## config.mk

```make
export PLATFORM = sky130hd
export DESIGN_NAME = ivlw_core
export DESIGN_NICKNAME = d
export VERILOG_FILES = /design/src/pkg/ivlw_pkg.sv /design/src/logic/ivlw_core.sv
export SDC_FILE = /design/constraint.sdc
export NUM_CORES = 1
export LEC_CHECK = 0
export ABC_AREA = 0
export BUFFER_PORTS_ARGS = -buffer_cell sky130_fd_sc_hd__buf_2
export CORE_ASPECT_RATIO = 0.75
export CORE_MARGIN = 2
export CORE_UTILIZATION = 25
export DETAILED_ROUTE_END_ITERATION = 6
export GPL_ROUTABILITY_DRIVEN = 0
export GPL_TIMING_DRIVEN = 0
export PLACE_DENSITY = 0.56
export REMOVE_ABC_BUFFERS = 1
export SLEW_MARGIN = 25
export SYNTH_ARGS = -nofsm -noshare
export SYNTH_HDL_FRONTEND = slang
export SYNTH_SLANG_ARGS = --single-unit
```

## constraint.sdc

```tcl
create_clock -name clk -period 2.5 [get_ports clk]
set_input_delay 0.375 -clock clk [delete_from_list [all_inputs] [get_ports clk]]
set_output_delay 0.375 -clock clk [all_outputs]
set_load 0.03 [all_outputs]
```

## src/pkg/ivlw_pkg.sv

```systemverilog
`default_nettype none
package ivlw_pkg;

  // operating modes
  typedef enum logic [2:0] {
    run_state       = 3'b000,
    low_power_zero  = 3'b001,
    low_power_one   = 3'b010,
    low_power_two   = 3'b011,
    low_power_three = 3'b100,
    low_power_four  = 3'b101
  } ivlw_mode_t;

  // clock and oscillator gates, msb first
  typedef struct packed {
    logic cpu_run;
    logic mclk_en;
    logic sub_main_clock_en;
    logic aclk_en;
    logic dc_gen_en;
    logic xtal_en;
  } ivlw_gate_t;

  localparam ivlw_gate_t GATE_RUN  = 6'h3F;
  localparam ivlw_gate_t GATE_LP01 = 6'h0F;
  localparam ivlw_gate_t GATE_LP1I = 6'h0D;
  localparam ivlw_gate_t GATE_LP2  = 6'h07;
  localparam ivlw_gate_t GATE_LP3  = 6'h05;
  localparam ivlw_gate_t GATE_LP4  = 6'h00;

  // vector table: word address = {VEC_PAGE, priority, 0}
  localparam logic [9:0]  VEC_PAGE    = 10'h3FF;
  localparam logic [15:0] BLANK_WORD  = 16'hFFFF;
  localparam logic [4:0]  P_RESET     = 5'h1F;
  localparam logic [4:0]  P_NMI       = 5'h1E;
  localparam logic [4:0]  P_CMP       = 5'h1B;
  localparam logic [4:0]  P_WDT       = 5'h1A;
  localparam logic [4:0]  P_TCH0      = 5'h19;
  localparam logic [4:0]  P_TCH1      = 5'h18;
  localparam logic [4:0]  P_PORT2     = 5'h13;
  localparam logic [4:0]  P_PORT1     = 5'h12;

  // fetch map limits
  localparam logic [15:0] REG_END     = 16'h01FF;
  localparam logic [15:0] RAM_HI      = 16'h027F;
  localparam logic [15:0] INFO_LO     = 16'h1000;
  localparam logic [15:0] INFO_HI     = 16'h10FF;
  localparam logic [15:0] CODE_LO     = 16'hF800;

  // register indices
  localparam logic [2:0]  R_CTL       = 3'h0;
  localparam logic [2:0]  R_SAVED     = 3'h1;
  localparam logic [2:0]  R_EN_SYS    = 3'h2;
  localparam logic [2:0]  R_EN_PORT   = 3'h3;
  localparam logic [2:0]  R_FLG_SYS   = 3'h4;
  localparam logic [2:0]  R_FLG_PORT  = 3'h5;
  localparam logic [2:0]  R_STATUS    = 3'h6;

  // flag positions in the 32-bit flag word
  localparam int B_WDT   = 0;
  localparam int B_OSC   = 1;
  localparam int B_POR   = 2;
  localparam int B_EXT   = 3;
  localparam int B_NMI   = 4;
  localparam int B_ACC   = 5;
  localparam int B_KEY   = 6;
  localparam int B_PCR   = 7;
  localparam int B_CMP   = 8;
  localparam int B_TCH0  = 9;
  localparam int B_TCH1  = 10;
  localparam int B_TOVF  = 11;
  localparam int B_P1    = 16;
  localparam int B_P2    = 30;

  localparam logic [31:0] NMI_MASK    = 32'h0000_0032;
  localparam logic [31:0] FLG_RESET   = 32'h0000_0006;

endpackage : ivlw_pkg
`default_nettype wire

```

## src/logic/ivlw_core.sv

```systemverilog
`timescale 1ns/100ps
`default_nettype none

// What this block does
// - all vectors and the start vector lie in words 0FFFFh down to 0FFC0h
// - start vector reading 0FFFFh puts the core straight into low_power_four
// - every reset cause goes through priority 31 and sets its own flag
// - pin nmi, oscillator fault, access violation share 0FFFCh, priority 30, no gie
// - timer channel zero at 0FFF2h; channel one and overflow share 0FFF0h
// - port 2 pin-change flags 6 and 7 share 0FFE6h, priority 19
// - eight port 1 pin-change flags share 0FFE4h, priority 18
// - an enabled nonmaskable event, or an enabled maskable one with gie set, wakes from any low-power mode and starts its handler
// - handler return restores the saved mode, which software may alter
// - run_state runs cpu with main, sub-main and auxiliary clocks
// - low_power_zero halts cpu and main clock; auxiliary and sub-main run
// - low_power_one as zero, dc generator off when oscillator unused in run
// - low_power_two stops main and sub-main; dc generator and aux clock stay
// - low_power_three stops main, sub-main and dc generator; aux clock runs
// - low_power_four stops all clocks, dc generator and crystal
// - priorities 15 to 0 are unused and may hold program code
// - individual enables suppress nonmaskable events; gie does not
// - fetch from 0h to 01FFh or any unused range resets the device
module ivlw_core
  import ivlw_pkg::*;
(
  // clock and reset
  input  wire logic        clk,
  input  wire logic        reset_n,
  // register port
  input  wire logic [2:0]  reg_addr,
  input  wire logic [15:0] reg_wdata,
  input  wire logic        reg_wr,
  input  wire logic        reg_rd,
  output logic      [15:0] reg_rdata,
  // peripheral events, one-cycle pulses on clk
  input  wire logic        wdt_expire,
  input  wire logic        osc_fault,
  input  wire logic        flash_acc_viol,
  input  wire logic        flash_key_viol,
  input  wire logic        cmp_event,
  input  wire logic        tmr_ch0_event,
  input  wire logic        tmr_ch1_event,
  input  wire logic        tmr_ovf_event,
  input  wire logic [7:0]  port1_events,
  input  wire logic [1:0]  port2_events,
  // reset / nmi pin, asynchronous
  input  wire logic        rst_nmi_pin_n,
  // cpu side
  input  wire logic        fetch_valid,
  input  wire logic [15:0] fetch_addr,
  input  wire logic        boot_vec_valid,
  input  wire logic [15:0] boot_vec,
  input  wire logic        irq_ack,
  input  wire logic        irq_return,
  output logic             irq_req,
  output logic      [15:0] irq_vector,
  output logic             sys_reset,
  output var ivlw_gate_t   clk_gates
);

  logic        pin_s1_q, pin_s2_q, pin_s3_q;
  logic [31:0] flag_q, flag_d, set_v, clr_v, en_q, live;
  ivlw_mode_t  mode_q, mode_d, sav_mode_q, sav_mode_d, eff_mode;
  logic        gie_q, gie_d, sav_gie_q, sav_gie_d;
  logic [2:0]  cfg_q;
  logic [4:0]  srv_q, sel_prio, vec_prio_d;
  logic        irq_req_q, irq_req_d, sys_reset_q;
  logic [15:0] irq_vec_q, rdata_q, rd_mux;
  ivlw_gate_t  gate_q, gate_d;

  // register decode
  wire wr_ctl   = reg_wr & (reg_addr == R_CTL);
  wire wr_saved = reg_wr & (reg_addr == R_SAVED);
  wire wr_ensys = reg_wr & (reg_addr == R_EN_SYS);
  wire wr_enprt = reg_wr & (reg_addr == R_EN_PORT);
  wire wr_fsys  = reg_wr & (reg_addr == R_FLG_SYS);
  wire wr_fprt  = reg_wr & (reg_addr == R_FLG_PORT);
  wire osc_idle = cfg_q[0];
  wire wdt_ivl  = cfg_q[1];
  wire pin_nmi  = cfg_q[2];

  // pin edge seen only after the second sync stage
  wire pin_fall = pin_s3_q & ~pin_s2_q;

  wire pc_bad = fetch_valid & ((fetch_addr <= REG_END)
              | ((fetch_addr > RAM_HI) & (fetch_addr < INFO_LO))
              | ((fetch_addr > INFO_HI) & (fetch_addr < CODE_LO)));

  wire reset_evt = (pin_fall & ~pin_nmi) | (wdt_expire & ~wdt_ivl)
                 | flash_key_viol | pc_bad;

  assign set_v = {port2_events, 6'h00, port1_events, 4'h0,
                  tmr_ovf_event, tmr_ch1_event, tmr_ch0_event, cmp_event,
                  pc_bad, flash_key_viol, flash_acc_viol, pin_fall & pin_nmi,
                  pin_fall & ~pin_nmi, 1'b0, osc_fault, wdt_expire};
  assign clr_v = {wr_fprt ? reg_wdata : 16'h0000, wr_fsys ? reg_wdata : 16'h0000};

  // set beats a same-cycle software clear
  genvar gi;
  for (gi = 0; gi < 32; gi++) begin : g_flag
    assign flag_d[gi] = set_v[gi] | (flag_q[gi] & ~clr_v[gi]);
  end

  assign live = flag_q & en_q;

  wire nmi_req = |(live & NMI_MASK);
  wire cmp_int = gie_q & live[B_CMP];
  wire wdt_int = gie_q & wdt_ivl & live[B_WDT];
  wire t0_int  = gie_q & live[B_TCH0];
  wire t1_int  = gie_q & (live[B_TCH1] | live[B_TOVF]);
  wire p2_int  = gie_q & (|live[B_P2+1:B_P2]);
  wire p1_int  = gie_q & (|live[B_P1+7:B_P1]);
  wire any_req = nmi_req | cmp_int | wdt_int | t0_int | t1_int | p2_int | p1_int;

  // nothing below priority 18 is ever chosen
  assign sel_prio = nmi_req ? P_NMI  :
                    cmp_int ? P_CMP  :
                    wdt_int ? P_WDT  :
                    t0_int  ? P_TCH0 :
                    t1_int  ? P_TCH1 :
                    p2_int  ? P_PORT2 : P_PORT1;

  wire ack_take = irq_ack & irq_req_q & ~reset_evt;
  assign irq_req_d  = any_req & ~ack_take & ~reset_evt;
  assign vec_prio_d = reset_evt ? P_RESET : sel_prio;

  wire boot_blank = boot_vec_valid & (boot_vec == BLANK_WORD);

  // mode sequencing: reset, accept, return, boot, software
  always_comb begin
    mode_d     = mode_q;
    gie_d      = gie_q;
    sav_mode_d = sav_mode_q;
    sav_gie_d  = sav_gie_q;
    if (reset_evt) begin
      mode_d = run_state;
      gie_d  = 1'b0;
    end else if (ack_take) begin
      sav_mode_d = mode_q;
      sav_gie_d  = gie_q;
      mode_d     = run_state;
      gie_d      = 1'b0;
    end else if (irq_return) begin
      mode_d = sav_mode_q;
      gie_d  = sav_gie_q;
    end else if (boot_blank) begin
      mode_d = low_power_four;
    end else if (wr_ctl) begin
      mode_d = ivlw_mode_t'(reg_wdata[2:0]);
      gie_d  = reg_wdata[3];
    end
    // software may rewrite the saved mode
    if (wr_saved && !ack_take && !reset_evt) begin
      sav_mode_d = ivlw_mode_t'(reg_wdata[2:0]);
      sav_gie_d  = reg_wdata[3];
    end
  end

  // pending request keeps clocks up so the cpu can accept it
  assign eff_mode = irq_req_d ? run_state : mode_d;

  always_comb begin
    case (eff_mode)
      run_state:       gate_d = GATE_RUN;
      low_power_zero:  gate_d = GATE_LP01;
      // dc generator off if unused in run
      low_power_one:   gate_d = osc_idle ? GATE_LP1I : GATE_LP01;
      // aux clock and dc generator stay
      low_power_two:   gate_d = GATE_LP2;
      low_power_three: gate_d = GATE_LP3;
      low_power_four:  gate_d = GATE_LP4;
      default:         gate_d = GATE_RUN;
    endcase
  end

  assign rd_mux = (reg_addr == R_CTL)      ? {9'h000, cfg_q, gie_q, mode_q} :
                  (reg_addr == R_SAVED)    ? {12'h000, sav_gie_q, sav_mode_q} :
                  (reg_addr == R_EN_SYS)   ? en_q[15:0] :
                  (reg_addr == R_EN_PORT)  ? en_q[31:16] :
                  (reg_addr == R_FLG_SYS)  ? flag_q[15:0] :
                  (reg_addr == R_FLG_PORT) ? flag_q[31:16] :
                  (reg_addr == R_STATUS)   ? {7'h00, irq_req_q, 3'h0, srv_q} :
                  16'h0000;

  always_ff @(posedge clk) begin
    if (!reset_n) begin
      pin_s1_q <= 1'b1;
      pin_s2_q <= 1'b1;
      pin_s3_q <= 1'b1;
    end else begin
      pin_s1_q <= rst_nmi_pin_n;
      pin_s2_q <= pin_s1_q;
      pin_s3_q <= pin_s2_q;
    end
  end

  always_ff @(posedge clk) begin
    if (!reset_n) begin
      // power-up flag set by power-on reset
      flag_q <= FLG_RESET;
      en_q   <= 32'h0000_0000;
      cfg_q  <= 3'h0;
    end else begin
      flag_q <= flag_d;
      if (reset_evt) begin
        en_q <= 32'h0000_0000;
      end else if (ack_take && sel_prio == P_NMI) begin
        // nmi enables drop on accept to block re-entry
        en_q <= en_q & ~NMI_MASK;
      end else begin
        en_q[15:0]  <= wr_ensys ? reg_wdata : en_q[15:0];
        en_q[31:16] <= wr_enprt ? reg_wdata : en_q[31:16];
      end
      cfg_q <= wr_ctl ? reg_wdata[6:4] : cfg_q;
    end
  end

  always_ff @(posedge clk) begin
    if (!reset_n) begin
      mode_q     <= run_state;
      gie_q      <= 1'b0;
      sav_mode_q <= run_state;
      sav_gie_q  <= 1'b0;
      srv_q      <= 5'h00;
    end else begin
      mode_q     <= mode_d;
      gie_q      <= gie_d;
      sav_mode_q <= sav_mode_d;
      sav_gie_q  <= sav_gie_d;
      srv_q      <= ack_take ? irq_vec_q[5:1] : srv_q;
    end
  end

  always_ff @(posedge clk) begin
    if (!reset_n) begin
      irq_req_q   <= 1'b0;
      sys_reset_q <= 1'b0;
      irq_vec_q   <= {VEC_PAGE, P_RESET, 1'b0};
      gate_q      <= GATE_RUN;
      rdata_q     <= 16'h0000;
    end else begin
      irq_req_q   <= irq_req_d;
      sys_reset_q <= reset_evt;
      // vector word in the top page
      irq_vec_q   <= {VEC_PAGE, vec_prio_d, 1'b0};
      gate_q      <= gate_d;
      rdata_q     <= reg_rd ? rd_mux : 16'h0000;
    end
  end

  assign reg_rdata  = rdata_q;
  assign irq_req    = irq_req_q;
  assign irq_vector = irq_vec_q;
  assign sys_reset  = sys_reset_q;
  assign clk_gates  = gate_q;
endmodule : ivlw_core
`default_nettype wire

```

# Word level (Yosys, flattened, before mapping)
# Index checks and enable logic that the tools add are counted.
[op_classes]
bitwise = 131
n_reduce_logical = 20
muxes = 32
order_cmp = 5
eq_ne = 15
[op_table]
columns = ["op", "n"]
rows = [
  ["2-to-1 mux 16 bit", 6],
  ["AND 1 bit", 57],
  ["NOT 1 bit", 40],
  ["bitwise OR 1 bit", 33],
  ["AND 32 bit", 1],
  ["one-hot mux 6 bit (5 select lines)", 1],
  ["2-to-1 mux 3 bit", 9],
  ["2-to-1 mux 4 bit", 5],
  ["equality test 16 bit (second input constant)", 1],
  ["greater-than comparator 16 x 10 -> 1 bit (second input constant)", 1],
  ["greater-than comparator 16 x 13 -> 1 bit (second input constant)", 1],
  ["<= comparator 16 x 9 -> 1 bit (second input constant)", 1],
  ["less-than comparator 16 x 13 -> 1 bit (second input constant)", 1],
  ["less-than comparator 16 bit (second input constant)", 1],
  ["equality test 3 bit (second input constant)", 5],
  ["2-to-1 mux 7 bit", 2],
  ["equality test 3 x 2 -> 1 bit (second input constant)", 4],
  ["AND reduction 2 bit", 5],
  ["2-to-1 mux 9 bit", 1],
  ["OR reduction 3 bit", 3],
  ["OR reduction 8 bit", 1],
  ["2-to-1 mux 1 bit", 7],
  ["equality test 3 x 1 -> 1 bit (second input constant)", 2],
  ["equality test 5 bit (second input constant)", 1],
  ["9 further kinds", 14],
]
[word_totals]
output_inout_bits = 40
register_bits = 123
in_bits = 78

# Depth between registers and ports, before layout
[logic_depth]
ltp_word = 14
ltp_mapped = 9

# Worst setup path before layout
# No wires, ideal clock.
[synth_path]
kind = "in2reg"
start = "input fetch_addr[14]"
end = "register en_q[21]"
path_stages = 8
path_slack_ns = 0.349
t_required_ns = 2.372
path_buffers = 2
setup_time_ns = 0.128
arrival_ns = 2.024
path_cell_list = "nor4_2 > a21oi_1 > or4_4 > o31a_1 > buf_6 > buf_6 > mux2i_1 > nor2_1"
[synth_between]
elab_chain_cells = 11
[synth_rtl]
columns = ["item", "line", "text"]
rows = [
  ["start, declared", "ivlw_core.sv:50", "input wire logic [15:0] fetch_addr,"],
  ["greater-than comparator 16 x 10 -> 1 bit or less-than comparator 16 x 13 -> 1 bit (tied branches)", "ivlw_core.sv:86", "| ((fetch_addr > RAM_HI) & (fetch_addr < INFO_LO))"],
  ["AND 1 bit", "ivlw_core.sv:86", ""],
  ["bitwise OR 1 bit", "ivlw_core.sv:86", ""],
  ["bitwise OR 1 bit (*)", "ivlw_core.sv:87", "| ((fetch_addr > INFO_HI) & (fetch_addr < CODE_LO)));"],
  ["AND 1 bit (*)", "ivlw_core.sv:85", "wire pc_bad = fetch_valid & ((fetch_addr <= REG_END)"],
  ["bitwise OR 1 bit (*)", "ivlw_core.sv:90", "| flash_key_viol | pc_bad;"],
  ["NOT 1 bit", "ivlw_core.sv:123", "wire ack_take = irq_ack & irq_req_q & ~reset_evt;"],
  ["AND 1 bit", "ivlw_core.sv:123", ""],
  ["logical AND 1 bit", "ivlw_core.sv:207", "end else if (ack_take && sel_prio == P_NMI) begin"],
  ["NOT 1 bit (no line)", "n/a", ""],
  ["AND reduction 2 bit (no line)", "n/a", ""],
  ["end signal, assigned", "ivlw_core.sv:209", "en_q <= en_q & ~NMI_MASK;"],
  ["end signal, assigned", "ivlw_core.sv:212", "en_q[31:16] <= wr_enprt ? reg_wdata : en_q[31:16];"],
  ["end, declared", "ivlw_core.sv:62", "logic [31:0] flag_q, flag_d, set_v, clr_v, en_q, live;"],
]
# Mark *: on every way between the ends. The rest lies on a longest branch, timed or not.
# A chain may end at the register's enable or synchronous reset.

# Final worst setup path
[layout_path]
start = "register cfg_q[1]"
end = "register en_q[3]"
[layout_between]
elab_chain_cells = 10
[layout_rtl]
columns = ["item", "line", "text"]
rows = [
  ["start, declared", "ivlw_core.sv:65", "logic [2:0] cfg_q;"],
  ["start signal, assigned", "ivlw_core.sv:214", "cfg_q <= wr_ctl ? reg_wdata[6:4] : cfg_q;"],
  ["branches (longest 10 deep; another with equality test 5 bit)", "n/a", ""],
  ["end signal, assigned", "ivlw_core.sv:209", ""],
  ["end signal, assigned", "ivlw_core.sv:211", "en_q[15:0] <= wr_ensys ? reg_wdata : en_q[15:0];"],
]
# Several ways; the timed one is not identified.

==> summary.txt <==
Run status
  – Status: finished clean

Floorplanning
  – Die area: 20,000 µm²
  – Chip width: 163 µm
  – Die H: 123 µm
  – Core Area: 18,500 µm²
  – Initial core utilization: 25.5%
  – Rows: 43
  – Ports: 118

Cells and area
  – Most frequent cells in the layout: dfxtp_1 (109), buf_2 (97), nor2_1 (90), mux2i_1 (62), nand2_1 (54)
  – Layout net count: 691
  – N_diodes: 0
  – Fin util: 30.6%
  – Syn-to-layout area delta: 20.1%
  – Filler cell count: 2,027
  – Commonest non-fill, non-tap cell in the layout: dfxtp_1
  – Post-Layout Inst Area: 5670 µm²
  – Proportion of layout cells with a drive suffix above 1: 21.6%
  – Final std cells w/o fill: 864

Critical path
  – Startpoint Class: register
  – Worst Setup End Kind: register
  – CP required: 2.73 ns
  – Critical-path top delay cell: o31a_2
  – Critical path's largest stage delay: 0.61 ns
  – Reg-to-reg startpoint: cfg_q[1]
  – Worst setup path class: register to register
  – Crit path cell chain: inv_1 -> a211o_1 -> or4_4 -> o31a_2 -> mux2i_1 -> nor2_1
  – Worst Path Max Fanout: 13
  – CP Launch Point: cfg_q[1]
  – Worst path bufs/invs: 1
  – Arrival @ worst endpoint: 2.61 ns
  – Critical path's top delay family: compound AO/OA/AOI/OAI gates

STA
  – Crit share post-route: 95.2%
  – Final Slew Violations: 0
  – Worst Max-Slew Pin Slew: 0.977 ns
  – F_max: 420 MHz
  – Minimum clock period: 2.38 ns
  – Rel. slew slack: 34.9%
  – Fin. Hold Viols: 0
  – RSZ-0062 raised after global routing: false
  – WHS: 0.213 ns
  – Clk_skew: 0.00953 ns
  – Finish-stage setup viols: 0

CTS
  – Clock Latency Late Sink: 0.36 ns
  – Max clock buf depth: 2
  – CTS tree: built
  – Setup repair bufs after CTS: 0
  – Cts bufs inserted: 9
  – Post-CTS Resized: 2
  – Max H-tree Level: 3
  – CTS root buf: clkbuf_16
  – Clk pin slew, worst setup/hold paths: 0.07 ns
  – CTS Hold Bufs: 0
  – CTS Sinks: 109

Detailed routing
  – DRC errors left: 0
  – WL per Instance: 16.4 µm
  – Antenna Nets Post-Route: 0
  – Vias: 4,075
  – Initial DRC Count: 259
  – DRT Pass-1 Iters: 4
  – Final WL: 14.2 mm
  – Detail-routed via count per cell: 4.72

Flow run
  – Max-Cap Viols: 0

Pwr
  – LEAKAGE: 0.00215 µW
  – Cell Pwr Density: 625 nW/µm²
  – Max IR drop VDD: 343 µV

Synthesis
  – YS warnings: 0
  – Top cells by area, synth: dfxtp_1 (46%), mux2i_1 (13%), nor2_1 (7.3%), a21oi_1 (5.3%), nand2_1 (4.4%)
  – Synth Flop Type: dfxtp_1
  – Share of the synthesized area in the top cell type: 46.2%
  – Flops & latches, synth: 109
  – Netlist cell types: 51
  – Sequential area share after synthesis: 46.2%
  – Mapped Cells: 534
  – Syn_area_per_cell: 8.84 µm²
  – Cell Area, Synth: 4720 µm²
  – Number of synthesized flops with an enable pin: 0
  – Async set-reset flop share out of synthesis: 0%
  – Area leader, netlist: dfxtp_1

GRT
  – Global-route wire length before repair: 22.2 mm
  – Vias in the first global route: 3,849
  – Initial antenna violation count: 0
  – Total gr overflow: 0
  – Largest net degree at the start of global routing: 47
  – GRT Util Overall: 14.6%

Placed design
  – Port bufs: 98
  – Post-DP Area: 5360 µm²
  – Post-DP HPWL: 10.0 mm
  – Dpl cells: 849

Min path
  – Worst hold path startpoint: rst_nmi_pin_n
  – Hold Crit Class: input pin to register
cell usage after synthesis (2+ instances only):
cell,count
clkbuf_1,18
a311oi_1,3
inv_1,7
a22oi_1,8
buf_6,4
buf_2,4
mux2i_1,62
o221a_2,4
nor2_1,92
nor4_1,3
nand3_1,8
nor3b_1,4
nand2_1,55
o21ai_0,11
nor3_1,3
nor2b_1,4
a2111oi_0,2
o22a_1,12
nand2b_1,5
a31oi_1,2
buf_1,3
dfxtp_1,109
a211o_1,2
conb_1,2
nand4_1,6
o22ai_1,4
or2_2,2
and3_1,2
a22o_1,3
a21oi_1,50
a32oi_1,2
buf_4,14
a211oi_1,4
a221oi_1,2
o31a_1,2
cells by family after synthesis:
kind of cell | share of synthesized area [%]
and+or+nand+nor | 17.7
buffers and inverters | 5.91
DFF | 46.2
muxes | 13.1
other | 0.159
AOI/OAI and AO/OA | 16.8
per-layer routing:
layer	track usage (%)	part of all wire (%)
met1	20.7	49
met5	0	0
met3	3.89	8.2
met2	21.5	41
met4	4.98	1.6
worst paths after layout:
kind,end,slack [ns],cells past startpoint
hold reg to reg,pin_s2_q,0.41,1
setup / recovery,en_q[3],0.12,6
setup reg to reg,en_q[3],0.12,6
hold / removal,pin_s1_q,0.21,2
area by class of cell:
type / count / area [µm²] / share of cell area [%]
Clock buffer: 10 / 229 / 4.04
Inverter: 8 / 30.0 / 0.530
Multi-Input combinational cell: 384 / 2340 / 41.3
Tap cell: 247 / 309 / 5.45
Clock inverter: 5 / 52.6 / 0.927
Sequential cell: 109 / 2180 / 38.5
Timing Repair Buffer: 101 / 527 / 9.29
report_power, final:
group	internal [µW]	switching, µW
Clock	767	628
Sequential	1770	26.2
Combinational	122	229
Total	2660	884
per-stage QoR:
stage / setup TNS (ns) / power, µW / setup slack [ns]
2_1_floorplan: -0.203 / 2000 / -0.0769
3_3_place_gp: -49.06 / 2180 / -1.42
3_5_place_dp: -9.27 / 2180 / -0.497
4_1_cts: 0 / 3580 / 0.0995
5_1_grt: 0 / 3690 / 0.0147
6_report: 0 / 3540 / 0.119
sequential cells by signal (all words and copies together) (netlist names), 3 cells and up:
name,flops
mode_q,3
srv_q,5
irq_vector,4
flag_q,32
en_q,32
cfg_q,3
clk_gates,4
sav_mode_q,3
reg_rdata,16
Power figures use the tool's default switching activity.
